===== config.mk =====
export PLATFORM = sky130hd
export DESIGN_NAME = lpc_sensor_core
export DESIGN_NICKNAME = d
export VERILOG_FILES = /design/src/core/lpc_pkg.sv /design/src/core/lpc_sensor_core.sv /design/src/core/lpc_persist.sv /design/src/core/lpc_near_seq.sv
export SDC_FILE = /design/constraint.sdc
export NUM_CORES = 1
export LEC_CHECK = 0
export BUFFER_PORTS_ARGS = -buffer_cell sky130_fd_sc_hd__buf_2
export CAP_MARGIN = 15
export CORE_ASPECT_RATIO = 2
export CORE_MARGIN = 2
export CORE_UTILIZATION = 60
export DETAILED_ROUTE_END_ITERATION = 10
export GPL_ROUTABILITY_DRIVEN = 0
export PLACE_DENSITY_LB_ADDON = 0.25
export SYNTH_ARGS = -nofsm -noshare
export SYNTH_HDL_FRONTEND = slang
export SYNTH_SLANG_ARGS = --single-unit

===== constraint.sdc =====
create_clock -name clk_i -period 7.3 [get_ports clk_i]
set_clock_uncertainty 0.15 [all_clocks]
set_input_delay 0.73 -clock clk_i [delete_from_list [all_inputs] [get_ports clk_i]]
set_output_delay 0.73 -clock clk_i [all_outputs]
set_load 0.02 [all_outputs]

===== src/core/lpc_pkg.sv =====
// Purpose: Shared constants and types of the light and proximity conversion core.
// Assumes: A 200 MHz core clock; register offsets are byte indices of the serial engine.
// Notes:   Long cycle counts are derived here and passed to the top as parameters.
`default_nettype none
package lpc_pkg;

  // Core clock rate.
  localparam int CLK_MHZ = 200;

  // Register offsets.
  localparam logic [7:0] OFS_SENSE   = 8'h01;
  localparam logic [7:0] OFS_INTCFG  = 8'h02;
  localparam logic [7:0] OFS_NEAR_LO = 8'h03;
  localparam logic [7:0] OFS_NEAR_HI = 8'h04;
  localparam logic [7:0] OFS_AMB_A   = 8'h05;
  localparam logic [7:0] OFS_AMB_B   = 8'h06;
  localparam logic [7:0] OFS_AMB_C   = 8'h07;
  localparam logic [7:0] OFS_NEAR_RS = 8'h08;
  localparam logic [7:0] OFS_AMB_RL  = 8'h09;
  localparam logic [7:0] OFS_AMB_RH  = 8'h0a;

  // Field positions of the sensing configuration register.
  localparam int CFG_NEAR_EN = 7;
  localparam int CFG_IDLE_LSB = 4;
  localparam int CFG_DRIVE = 3;
  localparam int CFG_AMB_EN = 2;
  localparam int CFG_RANGE = 1;
  localparam int CFG_VISIR = 0;

  // Field positions of the interrupt configuration register.
  localparam int INT_NEAR_FLAG = 7;
  localparam int INT_NEAR_PRST_LSB = 5;
  localparam int INT_AMB_FLAG = 3;
  localparam int INT_AMB_PRST_LSB = 1;
  localparam int INT_COMBINE = 0;

  // Reset value of every register.
  localparam logic [7:0] REG_RESET = 8'h00;

  // Timing in microseconds and the derived cycle counts.
  localparam int AMB_CONV_US = 100000;
  localparam int NEAR_MEAS_US = 540;
  localparam int NEAR_EMIT_US = 100;
  localparam int NEAR_DARK_US = (NEAR_MEAS_US - NEAR_EMIT_US) / 2;
  localparam int SLEEP_UNIT_US = 500;
  localparam int AMB_CONV_CYC = AMB_CONV_US * CLK_MHZ;
  localparam int NEAR_EMIT_CYC = NEAR_EMIT_US * CLK_MHZ;
  localparam int NEAR_DARK_CYC = NEAR_DARK_US * CLK_MHZ;
  localparam int SLEEP_UNIT_CYC = SLEEP_UNIT_US * CLK_MHZ;

  // Phases of one proximity measurement.
  typedef enum logic [1:0] {
    LPC_NS_SLEEP = 2'b00,
    LPC_NS_DARK  = 2'b01,
    LPC_NS_LIT   = 2'b10,
    LPC_NS_TAIL  = 2'b11
  } lpc_near_state_t;

  // Consecutive events needed for a two-bit persistence code: 1, 4, 8 or 16.
  function automatic logic [4:0] lpc_persist_need(input logic [1:0] code);
    case (code)
      2'h0:    lpc_persist_need = 5'h01;
      2'h1:    lpc_persist_need = 5'h04;
      2'h2:    lpc_persist_need = 5'h08;
      default: lpc_persist_need = 5'h10;
    endcase
  endfunction

  // Idle time between proximity measurements, in sleep units.
  function automatic logic [11:0] lpc_sleep_units(input logic [2:0] code);
    case (code)
      3'h0:    lpc_sleep_units = 12'h640;
      3'h1:    lpc_sleep_units = 12'h320;
      3'h2:    lpc_sleep_units = 12'h190;
      3'h3:    lpc_sleep_units = 12'h0c8;
      3'h4:    lpc_sleep_units = 12'h096;
      3'h5:    lpc_sleep_units = 12'h064;
      3'h6:    lpc_sleep_units = 12'h019;
      default: lpc_sleep_units = 12'h000;
    endcase
  endfunction

endpackage
`default_nettype wire


===== src/core/lpc_sensor_core.sv =====
// Purpose: Conversion timing, result registers, threshold flags and interrupt pin.
// Assumes: The serial engine presents register accesses on reg_* in the clk_i domain.
// Notes:   Analog codes arrive from outside the clock domain and are double registered.
`timescale 1ns/10ps
`default_nettype none
// How it works
// - Ambient gives 12-bit result every 100 ms.
// - Ambient result readable at offsets 0x9, 0xA.
// - Proximity stores lit minus dark at 0x8.
// - Ambient and proximity timers run independently.
// - Ambient converts continuously while enabled.
// - Proximity repeats, idle set by bits 6:4.
// - Select 0 with enable gives visible sensing.
// - Select 1 routes infrared through ambient converter.
// - Emitter on 0.1 ms in 0.54 ms.
// - Drive-level bit 3 picks pulse amplitude.
// - Ambient flag sets outside threshold window.
// - Ambient flag sticks until host writes 0.
// - Proximity flag sets after consecutive high readings.
// - Proximity flag clears on low run or write.
// - Persistence counts gate each flag.
// - Combine bit selects AND or OR.
// - Both enables cleared means power down.
module lpc_sensor_core #(
  parameter int AMB_CONV_CYC   = lpc_pkg::AMB_CONV_CYC,
  parameter int NEAR_DARK_CYC  = lpc_pkg::NEAR_DARK_CYC,
  parameter int NEAR_EMIT_CYC  = lpc_pkg::NEAR_EMIT_CYC,
  parameter int SLEEP_UNIT_CYC = lpc_pkg::SLEEP_UNIT_CYC
) (
  input  wire logic        clk_i,
  input  wire logic        resetn_i,
  input  wire logic [7:0]  reg_addr_i,
  input  wire logic        reg_wr_i,
  input  wire logic        reg_rd_i,
  input  wire logic [7:0]  reg_wdata_i,
  output logic [7:0]       reg_rdata_o,
  input  wire logic [11:0] amb_visible_i,
  input  wire logic [11:0] amb_infrared_i,
  input  wire logic [7:0]  near_level_i,
  output logic             emitter_drive_pin_o,
  output logic             emitter_drive_level_o,
  output logic             ambient_gain_range_o,
  output logic             visible_infrared_select_o,
  output logic             power_down_o,
  output logic             int_n_o
);

  // Register state.
  logic [7:0]  sense_reg;
  logic [7:0]  intcfg_reg;
  logic [7:0]  near_lo_reg;
  logic [7:0]  near_hi_reg;
  logic [7:0]  amb_a_reg;
  logic [7:0]  amb_b_reg;
  logic [7:0]  amb_c_reg;
  logic [11:0] amb_res_reg;
  logic [7:0]  rdata_reg;
  logic        amb_flag_reg;
  logic        amb_flag_next;
  logic        near_flag_reg;
  logic        near_flag_next;
  logic        int_n_reg;

  // Synchroniser stages for the analog codes.
  logic [11:0] vis_s1_reg;
  logic [11:0] vis_s2_reg;
  logic [11:0] ir_s1_reg;
  logic [11:0] ir_s2_reg;
  logic [7:0]  near_s1_reg;
  logic [7:0]  near_s2_reg;

  // Ambient conversion timer.
  logic [31:0] amb_cnt_reg;
  logic [31:0] amb_cnt_next;
  logic        amb_done_reg;
  logic        amb_end;

  // Decoded fields and strobes.
  logic        amb_en;
  logic        near_en;
  logic        visir_sel;
  logic [2:0]  idle_code;
  logic        combine_and;
  logic [4:0]  amb_need;
  logic [4:0]  near_need;
  logic [11:0] amb_low;
  logic [11:0] amb_high;
  logic [11:0] amb_sample;
  logic        amb_outside;
  logic        wr_sense;
  logic        wr_intcfg;
  logic        wr_near_lo;
  logic        wr_near_hi;
  logic        wr_amb_a;
  logic        wr_amb_b;
  logic        wr_amb_c;
  logic        amb_flag_clr;
  logic        near_flag_clr;
  logic [7:0]  intcfg_view;
  logic [7:0]  rd_mux;

  // Proximity path.
  logic        near_done;
  logic [7:0]  near_result;
  logic        near_emit;
  logic        near_hi_hit;
  logic        near_lo_hit;
  logic        amb_hit;
  logic        int_active;

  // Field decode of the configuration registers.
  assign amb_en = sense_reg[lpc_pkg::CFG_AMB_EN];
  assign near_en = sense_reg[lpc_pkg::CFG_NEAR_EN];
  assign visir_sel = sense_reg[lpc_pkg::CFG_VISIR];
  assign idle_code = sense_reg[lpc_pkg::CFG_IDLE_LSB +: 3];
  assign combine_and = intcfg_reg[lpc_pkg::INT_COMBINE];
  assign amb_need = lpc_pkg::lpc_persist_need(intcfg_reg[lpc_pkg::INT_AMB_PRST_LSB +: 2]);
  assign near_need = lpc_pkg::lpc_persist_need(intcfg_reg[lpc_pkg::INT_NEAR_PRST_LSB +: 2]);

  // Ambient window: low limit in bytes a and low nibble of b, high limit above it.
  assign amb_low = {amb_b_reg[3:0], amb_a_reg};
  assign amb_high = {amb_c_reg, amb_b_reg[7:4]};

  // Write strobes per register.
  assign wr_sense = reg_wr_i && (reg_addr_i == lpc_pkg::OFS_SENSE);
  assign wr_intcfg = reg_wr_i && (reg_addr_i == lpc_pkg::OFS_INTCFG);
  assign wr_near_lo = reg_wr_i && (reg_addr_i == lpc_pkg::OFS_NEAR_LO);
  assign wr_near_hi = reg_wr_i && (reg_addr_i == lpc_pkg::OFS_NEAR_HI);
  assign wr_amb_a = reg_wr_i && (reg_addr_i == lpc_pkg::OFS_AMB_A);
  assign wr_amb_b = reg_wr_i && (reg_addr_i == lpc_pkg::OFS_AMB_B);
  assign wr_amb_c = reg_wr_i && (reg_addr_i == lpc_pkg::OFS_AMB_C);

  // Writing 0 to a flag clears it; writing 1 leaves it alone.
  assign amb_flag_clr = wr_intcfg && !reg_wdata_i[lpc_pkg::INT_AMB_FLAG];
  assign near_flag_clr = wr_intcfg && !reg_wdata_i[lpc_pkg::INT_NEAR_FLAG];

  // Configuration registers; the flag bits of the interrupt register live apart.
  always_ff @(posedge clk_i or negedge resetn_i) begin
    if (!resetn_i) begin
      sense_reg <= lpc_pkg::REG_RESET;
      intcfg_reg <= lpc_pkg::REG_RESET;
      near_lo_reg <= lpc_pkg::REG_RESET;
      near_hi_reg <= lpc_pkg::REG_RESET;
    end else begin
      if (wr_sense) begin
        sense_reg <= reg_wdata_i;
      end
      if (wr_intcfg) begin
        intcfg_reg <= reg_wdata_i;
      end
      if (wr_near_lo) begin
        near_lo_reg <= reg_wdata_i;
      end
      if (wr_near_hi) begin
        near_hi_reg <= reg_wdata_i;
      end
    end
  end

  // Ambient threshold bytes.
  always_ff @(posedge clk_i or negedge resetn_i) begin
    if (!resetn_i) begin
      amb_a_reg <= lpc_pkg::REG_RESET;
      amb_b_reg <= lpc_pkg::REG_RESET;
      amb_c_reg <= lpc_pkg::REG_RESET;
    end else begin
      if (wr_amb_a) begin
        amb_a_reg <= reg_wdata_i;
      end
      if (wr_amb_b) begin
        amb_b_reg <= reg_wdata_i;
      end
      if (wr_amb_c) begin
        amb_c_reg <= reg_wdata_i;
      end
    end
  end

  // Two-stage synchronisers for the analog converter codes.
  always_ff @(posedge clk_i or negedge resetn_i) begin
    if (!resetn_i) begin
      vis_s1_reg <= 12'h000;
      vis_s2_reg <= 12'h000;
      ir_s1_reg <= 12'h000;
      ir_s2_reg <= 12'h000;
      near_s1_reg <= 8'h00;
      near_s2_reg <= 8'h00;
    end else begin
      vis_s1_reg <= amb_visible_i;
      vis_s2_reg <= vis_s1_reg;
      ir_s1_reg <= amb_infrared_i;
      ir_s2_reg <= ir_s1_reg;
      near_s1_reg <= near_level_i;
      near_s2_reg <= near_s1_reg;
    end
  end

  // The one ambient converter sees visible or infrared light by the select.
  assign amb_sample = visir_sel ? ir_s2_reg : vis_s2_reg;

  // Free-running ambient timer, restarted whenever ambient sensing is off.
  assign amb_end = (amb_cnt_reg == 32'(AMB_CONV_CYC - 1));
  assign amb_cnt_next = (!amb_en || amb_end) ? 32'h0 : amb_cnt_reg + 32'h1;

  // Ambient conversion completes and stores its 12-bit result.
  always_ff @(posedge clk_i or negedge resetn_i) begin
    if (!resetn_i) begin
      amb_cnt_reg <= 32'h0;
      amb_done_reg <= 1'b0;
      amb_res_reg <= 12'h000;
    end else begin
      amb_cnt_reg <= amb_cnt_next;
      amb_done_reg <= amb_en && amb_end;
      if (amb_en && amb_end) begin
        amb_res_reg <= amb_sample;
      end
    end
  end

  // Window test on the result just stored, against current limits.
  assign amb_outside = (amb_res_reg < amb_low) || (amb_res_reg > amb_high);

  // Proximity measurement runs on its own timer, unrelated to the ambient one.
  lpc_near_seq #(
    .DARK_CYC (NEAR_DARK_CYC),
    .EMIT_CYC (NEAR_EMIT_CYC),
    .UNIT_CYC (SLEEP_UNIT_CYC)
  ) u_near_seq (
    .clk_i       (clk_i),
    .resetn_i    (resetn_i),
    .enable_i    (near_en),
    .idle_code_i (idle_code),
    .level_i     (near_s2_reg),
    .emitter_o   (near_emit),
    .done_o      (near_done),
    .result_o    (near_result)
  );

  // Consecutive out-of-window ambient results.
  lpc_persist u_amb_persist (
    .clk_i    (clk_i),
    .resetn_i (resetn_i),
    .clear_i  (!amb_en),
    .event_i  (amb_done_reg),
    .cond_i   (amb_outside),
    .need_i   (amb_need),
    .hit_o    (amb_hit)
  );

  // Consecutive proximity results above the high limit.
  lpc_persist u_near_hi_persist (
    .clk_i    (clk_i),
    .resetn_i (resetn_i),
    .clear_i  (!near_en),
    .event_i  (near_done),
    .cond_i   (near_result > near_hi_reg),
    .need_i   (near_need),
    .hit_o    (near_hi_hit)
  );

  // Consecutive proximity results below the low limit.
  lpc_persist u_near_lo_persist (
    .clk_i    (clk_i),
    .resetn_i (resetn_i),
    .clear_i  (!near_en),
    .event_i  (near_done),
    .cond_i   (near_result < near_lo_reg),
    .need_i   (near_need),
    .hit_o    (near_lo_hit)
  );

  // Flag updates; a hardware set in the same cycle as a clear wins.
  assign amb_flag_next = amb_hit ? 1'b1 : (amb_flag_clr ? 1'b0 : amb_flag_reg);
  assign near_flag_next = near_hi_hit ? 1'b1 :
                          (near_lo_hit || near_flag_clr) ? 1'b0 : near_flag_reg;

  // Combined interrupt condition.
  assign int_active = combine_and ? (amb_flag_reg && near_flag_reg)
                                  : (amb_flag_reg || near_flag_reg);

  // Sticky flags and the registered active-low interrupt pin.
  always_ff @(posedge clk_i or negedge resetn_i) begin
    if (!resetn_i) begin
      amb_flag_reg <= 1'b0;
      near_flag_reg <= 1'b0;
      int_n_reg <= 1'b1;
    end else begin
      amb_flag_reg <= amb_flag_next;
      near_flag_reg <= near_flag_next;
      int_n_reg <= !int_active;
    end
  end

  // Interrupt register as read back, with the live flags in their places.
  always_comb begin
    intcfg_view = intcfg_reg;
    intcfg_view[lpc_pkg::INT_AMB_FLAG] = amb_flag_reg;
    intcfg_view[lpc_pkg::INT_NEAR_FLAG] = near_flag_reg;
  end

  // Read select; unmapped offsets read as zero.
  assign rd_mux = (reg_addr_i == lpc_pkg::OFS_SENSE)   ? sense_reg :
                  (reg_addr_i == lpc_pkg::OFS_INTCFG)  ? intcfg_view :
                  (reg_addr_i == lpc_pkg::OFS_NEAR_LO) ? near_lo_reg :
                  (reg_addr_i == lpc_pkg::OFS_NEAR_HI) ? near_hi_reg :
                  (reg_addr_i == lpc_pkg::OFS_AMB_A)   ? amb_a_reg :
                  (reg_addr_i == lpc_pkg::OFS_AMB_B)   ? amb_b_reg :
                  (reg_addr_i == lpc_pkg::OFS_AMB_C)   ? amb_c_reg :
                  (reg_addr_i == lpc_pkg::OFS_NEAR_RS) ? near_result :
                  (reg_addr_i == lpc_pkg::OFS_AMB_RL)  ? amb_res_reg[7:0] :
                  (reg_addr_i == lpc_pkg::OFS_AMB_RH)  ? {4'h0, amb_res_reg[11:8]} :
                  8'h00;

  // Read data is captured on the read strobe and held until the next one.
  always_ff @(posedge clk_i or negedge resetn_i) begin
    if (!resetn_i) begin
      rdata_reg <= 8'h00;
    end else if (reg_rd_i) begin
      rdata_reg <= rd_mux;
    end
  end

  // Output pins: read data, analog front-end controls and the interrupt.
  assign reg_rdata_o = rdata_reg;
  assign emitter_drive_pin_o = near_emit;
  assign emitter_drive_level_o = sense_reg[lpc_pkg::CFG_DRIVE];
  assign ambient_gain_range_o = sense_reg[lpc_pkg::CFG_RANGE];
  assign visible_infrared_select_o = visir_sel;
  assign power_down_o = !amb_en && !near_en;
  assign int_n_o = int_n_reg;

endmodule
`default_nettype wire


===== src/core/lpc_persist.sv =====
// Purpose: Counts strictly consecutive conversions that meet a condition.
// Assumes: event_i is a one-cycle pulse per completed conversion.
// Notes:   hit_o pulses for every event once the run length reaches need_i.
`timescale 1ns/10ps
`default_nettype none
module lpc_persist (
  input  wire logic       clk_i,
  input  wire logic       resetn_i,
  input  wire logic       clear_i,
  input  wire logic       event_i,
  input  wire logic       cond_i,
  input  wire logic [4:0] need_i,
  output logic            hit_o
);

  logic [4:0] cnt_reg;
  logic [4:0] cnt_next;
  logic       hit_reg;
  logic       hit_next;

  // A miss restarts the run; the run saturates at the needed length.
  assign cnt_next = clear_i ? 5'h00 :
                    !event_i ? cnt_reg :
                    !cond_i ? 5'h00 :
                    (cnt_reg >= need_i) ? need_i : cnt_reg + 5'h01;
  assign hit_next = event_i && cond_i && !clear_i && (cnt_next >= need_i);

  // Run counter and hit pulse.
  always_ff @(posedge clk_i or negedge resetn_i) begin
    if (!resetn_i) begin
      cnt_reg <= 5'h00;
      hit_reg <= 1'b0;
    end else begin
      cnt_reg <= cnt_next;
      hit_reg <= hit_next;
    end
  end

  assign hit_o = hit_reg;

endmodule
`default_nettype wire


===== src/core/lpc_near_seq.sv =====
// Purpose: Sequences proximity measurements: dark sample, emitter pulse, lit sample, sleep.
// Assumes: level_i is already synchronised to clk_i.
// Notes:   The first measurement starts on the cycle after enable_i rises.
`timescale 1ns/10ps
`default_nettype none
module lpc_near_seq #(
  parameter int DARK_CYC = 4,
  parameter int EMIT_CYC = 2,
  parameter int UNIT_CYC = 8
) (
  input  wire logic       clk_i,
  input  wire logic       resetn_i,
  input  wire logic       enable_i,
  input  wire logic [2:0] idle_code_i,
  input  wire logic [7:0] level_i,
  output logic            emitter_o,
  output logic            done_o,
  output logic [7:0]      result_o
);

  lpc_pkg::lpc_near_state_t state_reg;
  lpc_pkg::lpc_near_state_t state_next;
  logic [31:0] cnt_reg;
  logic [31:0] cnt_next;
  logic [7:0]  dark_reg;
  logic [7:0]  res_reg;
  logic        emit_reg;
  logic        done_reg;
  logic        last;
  logic [31:0] sleep_cyc;

  assign last = (cnt_reg == 32'h0);
  assign sleep_cyc = 32'(lpc_pkg::lpc_sleep_units(idle_code_i)) * 32'(UNIT_CYC);

  // Phase stepping; each phase ends when its down-counter reaches zero.
  always_comb begin
    state_next = state_reg;
    cnt_next = last ? 32'h0 : cnt_reg - 32'h1;
    if (!enable_i) begin
      state_next = lpc_pkg::LPC_NS_SLEEP;
      cnt_next = 32'h0;
    end else if (last) begin
      case (state_reg)
        lpc_pkg::LPC_NS_SLEEP: begin
          state_next = lpc_pkg::LPC_NS_DARK;
          cnt_next = 32'(DARK_CYC - 1);
        end
        lpc_pkg::LPC_NS_DARK: begin
          state_next = lpc_pkg::LPC_NS_LIT;
          cnt_next = 32'(EMIT_CYC - 1);
        end
        lpc_pkg::LPC_NS_LIT: begin
          state_next = lpc_pkg::LPC_NS_TAIL;
          cnt_next = 32'(DARK_CYC - 1);
        end
        default: begin
          state_next = lpc_pkg::LPC_NS_SLEEP;
          cnt_next = sleep_cyc;
        end
      endcase
    end
  end

  // State, counter, samples, emitter drive and result.
  always_ff @(posedge clk_i or negedge resetn_i) begin
    if (!resetn_i) begin
      state_reg <= lpc_pkg::LPC_NS_SLEEP;
      cnt_reg <= 32'h0;
      dark_reg <= 8'h00;
      res_reg <= 8'h00;
      emit_reg <= 1'b0;
      done_reg <= 1'b0;
    end else begin
      state_reg <= state_next;
      cnt_reg <= cnt_next;
      emit_reg <= (state_next == lpc_pkg::LPC_NS_LIT);
      done_reg <= enable_i && last && (state_reg == lpc_pkg::LPC_NS_LIT);
      if (enable_i && last && state_reg == lpc_pkg::LPC_NS_DARK) begin
        dark_reg <= level_i;
      end
      if (enable_i && last && state_reg == lpc_pkg::LPC_NS_LIT) begin
        res_reg <= (level_i > dark_reg) ? level_i - dark_reg : 8'h00;
      end
    end
  end

  assign emitter_o = emit_reg;
  assign done_o = done_reg;
  assign result_o = res_reg;

endmodule
`default_nettype wire


==> out/summary.txt <==
first-pass GRT wire length: 53700 um
slowest CP cell: fa_1
Period minus WS final: 6.08 ns
reg-to-reg critical path startpoint: sense_reg[6]$_DFFE_PN0P_
Synth Flop Type: dfrtp_1
Pins Over Slew Limit: 0
fillers: 1856
CTS Hold Buffers Added: 0
Worst Tran Pin Value: 1.05 ns
number of instances resized during post-cts repair: 0
core area: 23100 um^2
Synth Area in Compound Gates: 11.5%
PwrDens: 225 nW/um^2
fraction of the mapped netlist area in simple logic gates: 14.1%
Synth Area in XOR/XNOR: 4.73%
Die Y: 221 um
Reg2Reg Setup Slack: 1.22 ns
share of cells above drive strength 1: 12.9%
Finished Core Util: 67.1%
die area: 24800 um^2
largest family of logic cells by synthesized area: adder cells
mux cell area share after synthesis: 6.20%
Root Buffer: clkbuf_16
post-synth cell types: 72
final antenna-violating net count: 0
most frequent cell on the critical path: ha_1
largest net degree at the start of global routing: 84
RSZ-0062 raised after global routing: false
Leak Pwr: 0.00763 uW
Post-DP HPWL: 24900 um
total number of vias: 10400
Crit Path Max Fanout: 13
syn nets: 1589
Synth Warn #: 0
num ports: 66
CTS tree: built
CP top delay family: adder cells
flops & latches, synth: 244
Final Cycle Share: 83.3%
synthesized instance count: 1370
EDFF count, synth: 0
# rows: 79
Worst-Skew Late Latency: 0.53 ns
detailed-route DRC error count: 0
top cells by area, synth: dfrtp_1 (43%), ha_1 (13%), mux2_2 (4.4%)
synthesis-to-layout area growth: 10.3%
setup bufs post-CTS: 0
Worst path max stage delay: 0.55 ns
IR drop worst, VDD: 0.237 mV
Port Buffers: 65
Congestion Overflow GR: 0
H-tree Lvls: 1
clock buffer depth: 3
CP bufs+invs: 2
slew margin rel.: 29.8%
Setup CP Type: flip-flop to flip-flop
syn_area_per_cell: 10.3 um^2
Async S/R FF share, synth: 100%
Synth Area in Adders: 16.0%
Final Hold Viols: 0
CP Cell Sequence: nor2b_1 -> nor2b_1 -> or2_2 -> ha_1 -> ha_1 -> inv_1 -> fa_1 -> inv_1 -> fa_1 -> ha_1 -> ha_1 -> o211ai_1 -> nand2_1 -> and3_1 -> a221oi_1 -> o21ai_0 -> o41ai_1 -> xnor2_1 -> o22ai_1
Initial Util: 60.9%
crit end category: flip-flop
Final setup viols: 0
initial antenna violation count: 2
largest area contributor in the netlist: dfrtp_1
startpoint types: flip-flop
outcome: finished, final reports clean
post-synthesis cell area: 14100 um^2
worst hold-check path type: input pin to async pin
GRT Overall Usage: 27.1%
vias per cell: 6.01
average wire per standard cell: 18.9 um
count leader, synth: dfrtp_1
vias in the first global route: 10800
FF-to-FF End: u_near_seq.cnt_reg[26]$_DFF_PN0_
drt pass-1 iters: 6
total length of routed wires: 32900 um
top cells by count, synth: dfrtp_1 (243), ha_1 (147), inv_1 (120)
Synth top area share: 43.2%
Die W: 112 um
Clk pin slew, worst setup/hold paths: 0.07 ns
CTS Buf Count: 23
Req. time, crit path: 7.54 ns
max-cap violations: 0
f_max: 164 MHz
Final #Nets: 1657
sequential share of the synthesized area: 43.4%
CP Data Arrival Time: 6.33 ns
TritonCTS Sinks: 244
R2R depth: 19
DR iter-0 viols: 668
Total Neg Setup Slack: 0 ns
[layer usage]
metal	track usage [%]	routed length (um)	part of all wire, %	vias up
met2	52.7	18400	56	264
met5	0	0	0	-
met4	15.9	2120	6.4	0
li1	-	-	-	4945
met1	27.6	11300	34	5112
met3	2.74	1050	3.2	127
[layout by cell type (no fill, tap or decap), types with 10 or more instances in the layout]
| cell | count |
|---|---|
| dfrtp_1 | 243 |
| ha_1 | 147 |
| inv_1 | 120 |
| nor2_1 | 117 |
| nand2_1 | 105 |
| buf_2 | 64 |
| o21ai_0 | 57 |
| mux2_2 | 55 |
| a21oi_1 | 50 |
| xnor2_1 | 40 |
| nand3_1 | 39 |
| xor2_1 | 36 |
| nor3_1 | 23 |
| clkbuf_16 | 23 |
| mux2i_1 | 22 |
| fa_1 | 20 |
| nor2b_1 | 19 |
| a21o_1 | 18 |
| nand4_1 | 17 |
| o22ai_1 | 16 |
| nand2b_1 | 15 |
| a22oi_1 | 14 |
| or3_1 | 11 |
| a31oi_1 | 10 |
[metrics by stage]
step                      power [uW]  setup WS [ns]  area, um^2  cells  hold WS [ns]
after floorplan                 2010           2.16       14100   1370         0.181
after global placement          2210           1.47       14700   1695         0.181
after detailed placement        2240           1.30       14700   1695         0.185
after CTS                       3520           1.28       15500   1736        0.0598
after global routing            3670          0.830       15500   1739        0.0911
final                           3500           1.22       15500   1739        0.0445
[worst max path at each step]
| stage | start | to | cells past startpoint |
|---|---|---|---|
| finish | sense_reg[6]$_DFFE_PN0P_ | u_near_seq.cnt_reg[26]$_DFF_PN0_ | 19 |
| global route | sense_reg[6]$_DFFE_PN0P_ | u_near_seq.cnt_reg[26]$_DFF_PN0_ | 19 |
| CTS | sense_reg[6]$_DFFE_PN0P_ | u_near_seq.cnt_reg[26]$_DFF_PN0_ | 19 |
| detailed placement | sense_reg[6]$_DFFE_PN0P_ | u_near_seq.cnt_reg[26]$_DFF_PN0_ | 19 |
| global placement | sense_reg[6]$_DFFE_PN0P_ | u_near_seq.cnt_reg[26]$_DFF_PN0_ | 19 |
| floorplan | sense_reg[5]$_DFFE_PN0P_ | u_near_seq.cnt_reg[26]$_DFF_PN0_ | 19 |
[power by group]
part / leakage (uW) / switching, uW / internal, uW / total (uW)
Combinational: 0.00405 / 471 / 312 / 783
Clock: 0.000374 / 548 / 731 / 1280
Sequential: 0.00320 / 37.3 / 1400 / 1440
Total: 0.00763 / 1060 / 2440 / 3500
[logic make-up (layout without fill, tap and decap cells)]
group | count (synthesis) | after routing
AND/OR/NAND/NOR | 402 | 402
other | 1 | 3
AO/OA/AOI/OAI | 247 | 247
XOR/XNOR | 76 | 76
flip-flops | 244 | 244
multiplexers | 80 | 80
adder cells (fa/ha/maj) | 168 | 168
buffers and inverters | 152 | 236
[layout make-up]
cell class / instances / area, um^2 / area share, %
clock inverters: 16 / 214 / 1.38
clock buffers: 25 / 583 / 3.75
inverters: 120 / 450 / 2.90
well taps: 283 / 354 / 2.28
flip-flops and latches: 244 / 6110 / 39.3
multi-input cells: 974 / 7400 / 47.6
repair buffers: 75 / 418 / 2.69
diodes: 2 / 5.00 / 0.0322
Note: power is estimated with default switching activity, not from simulation.
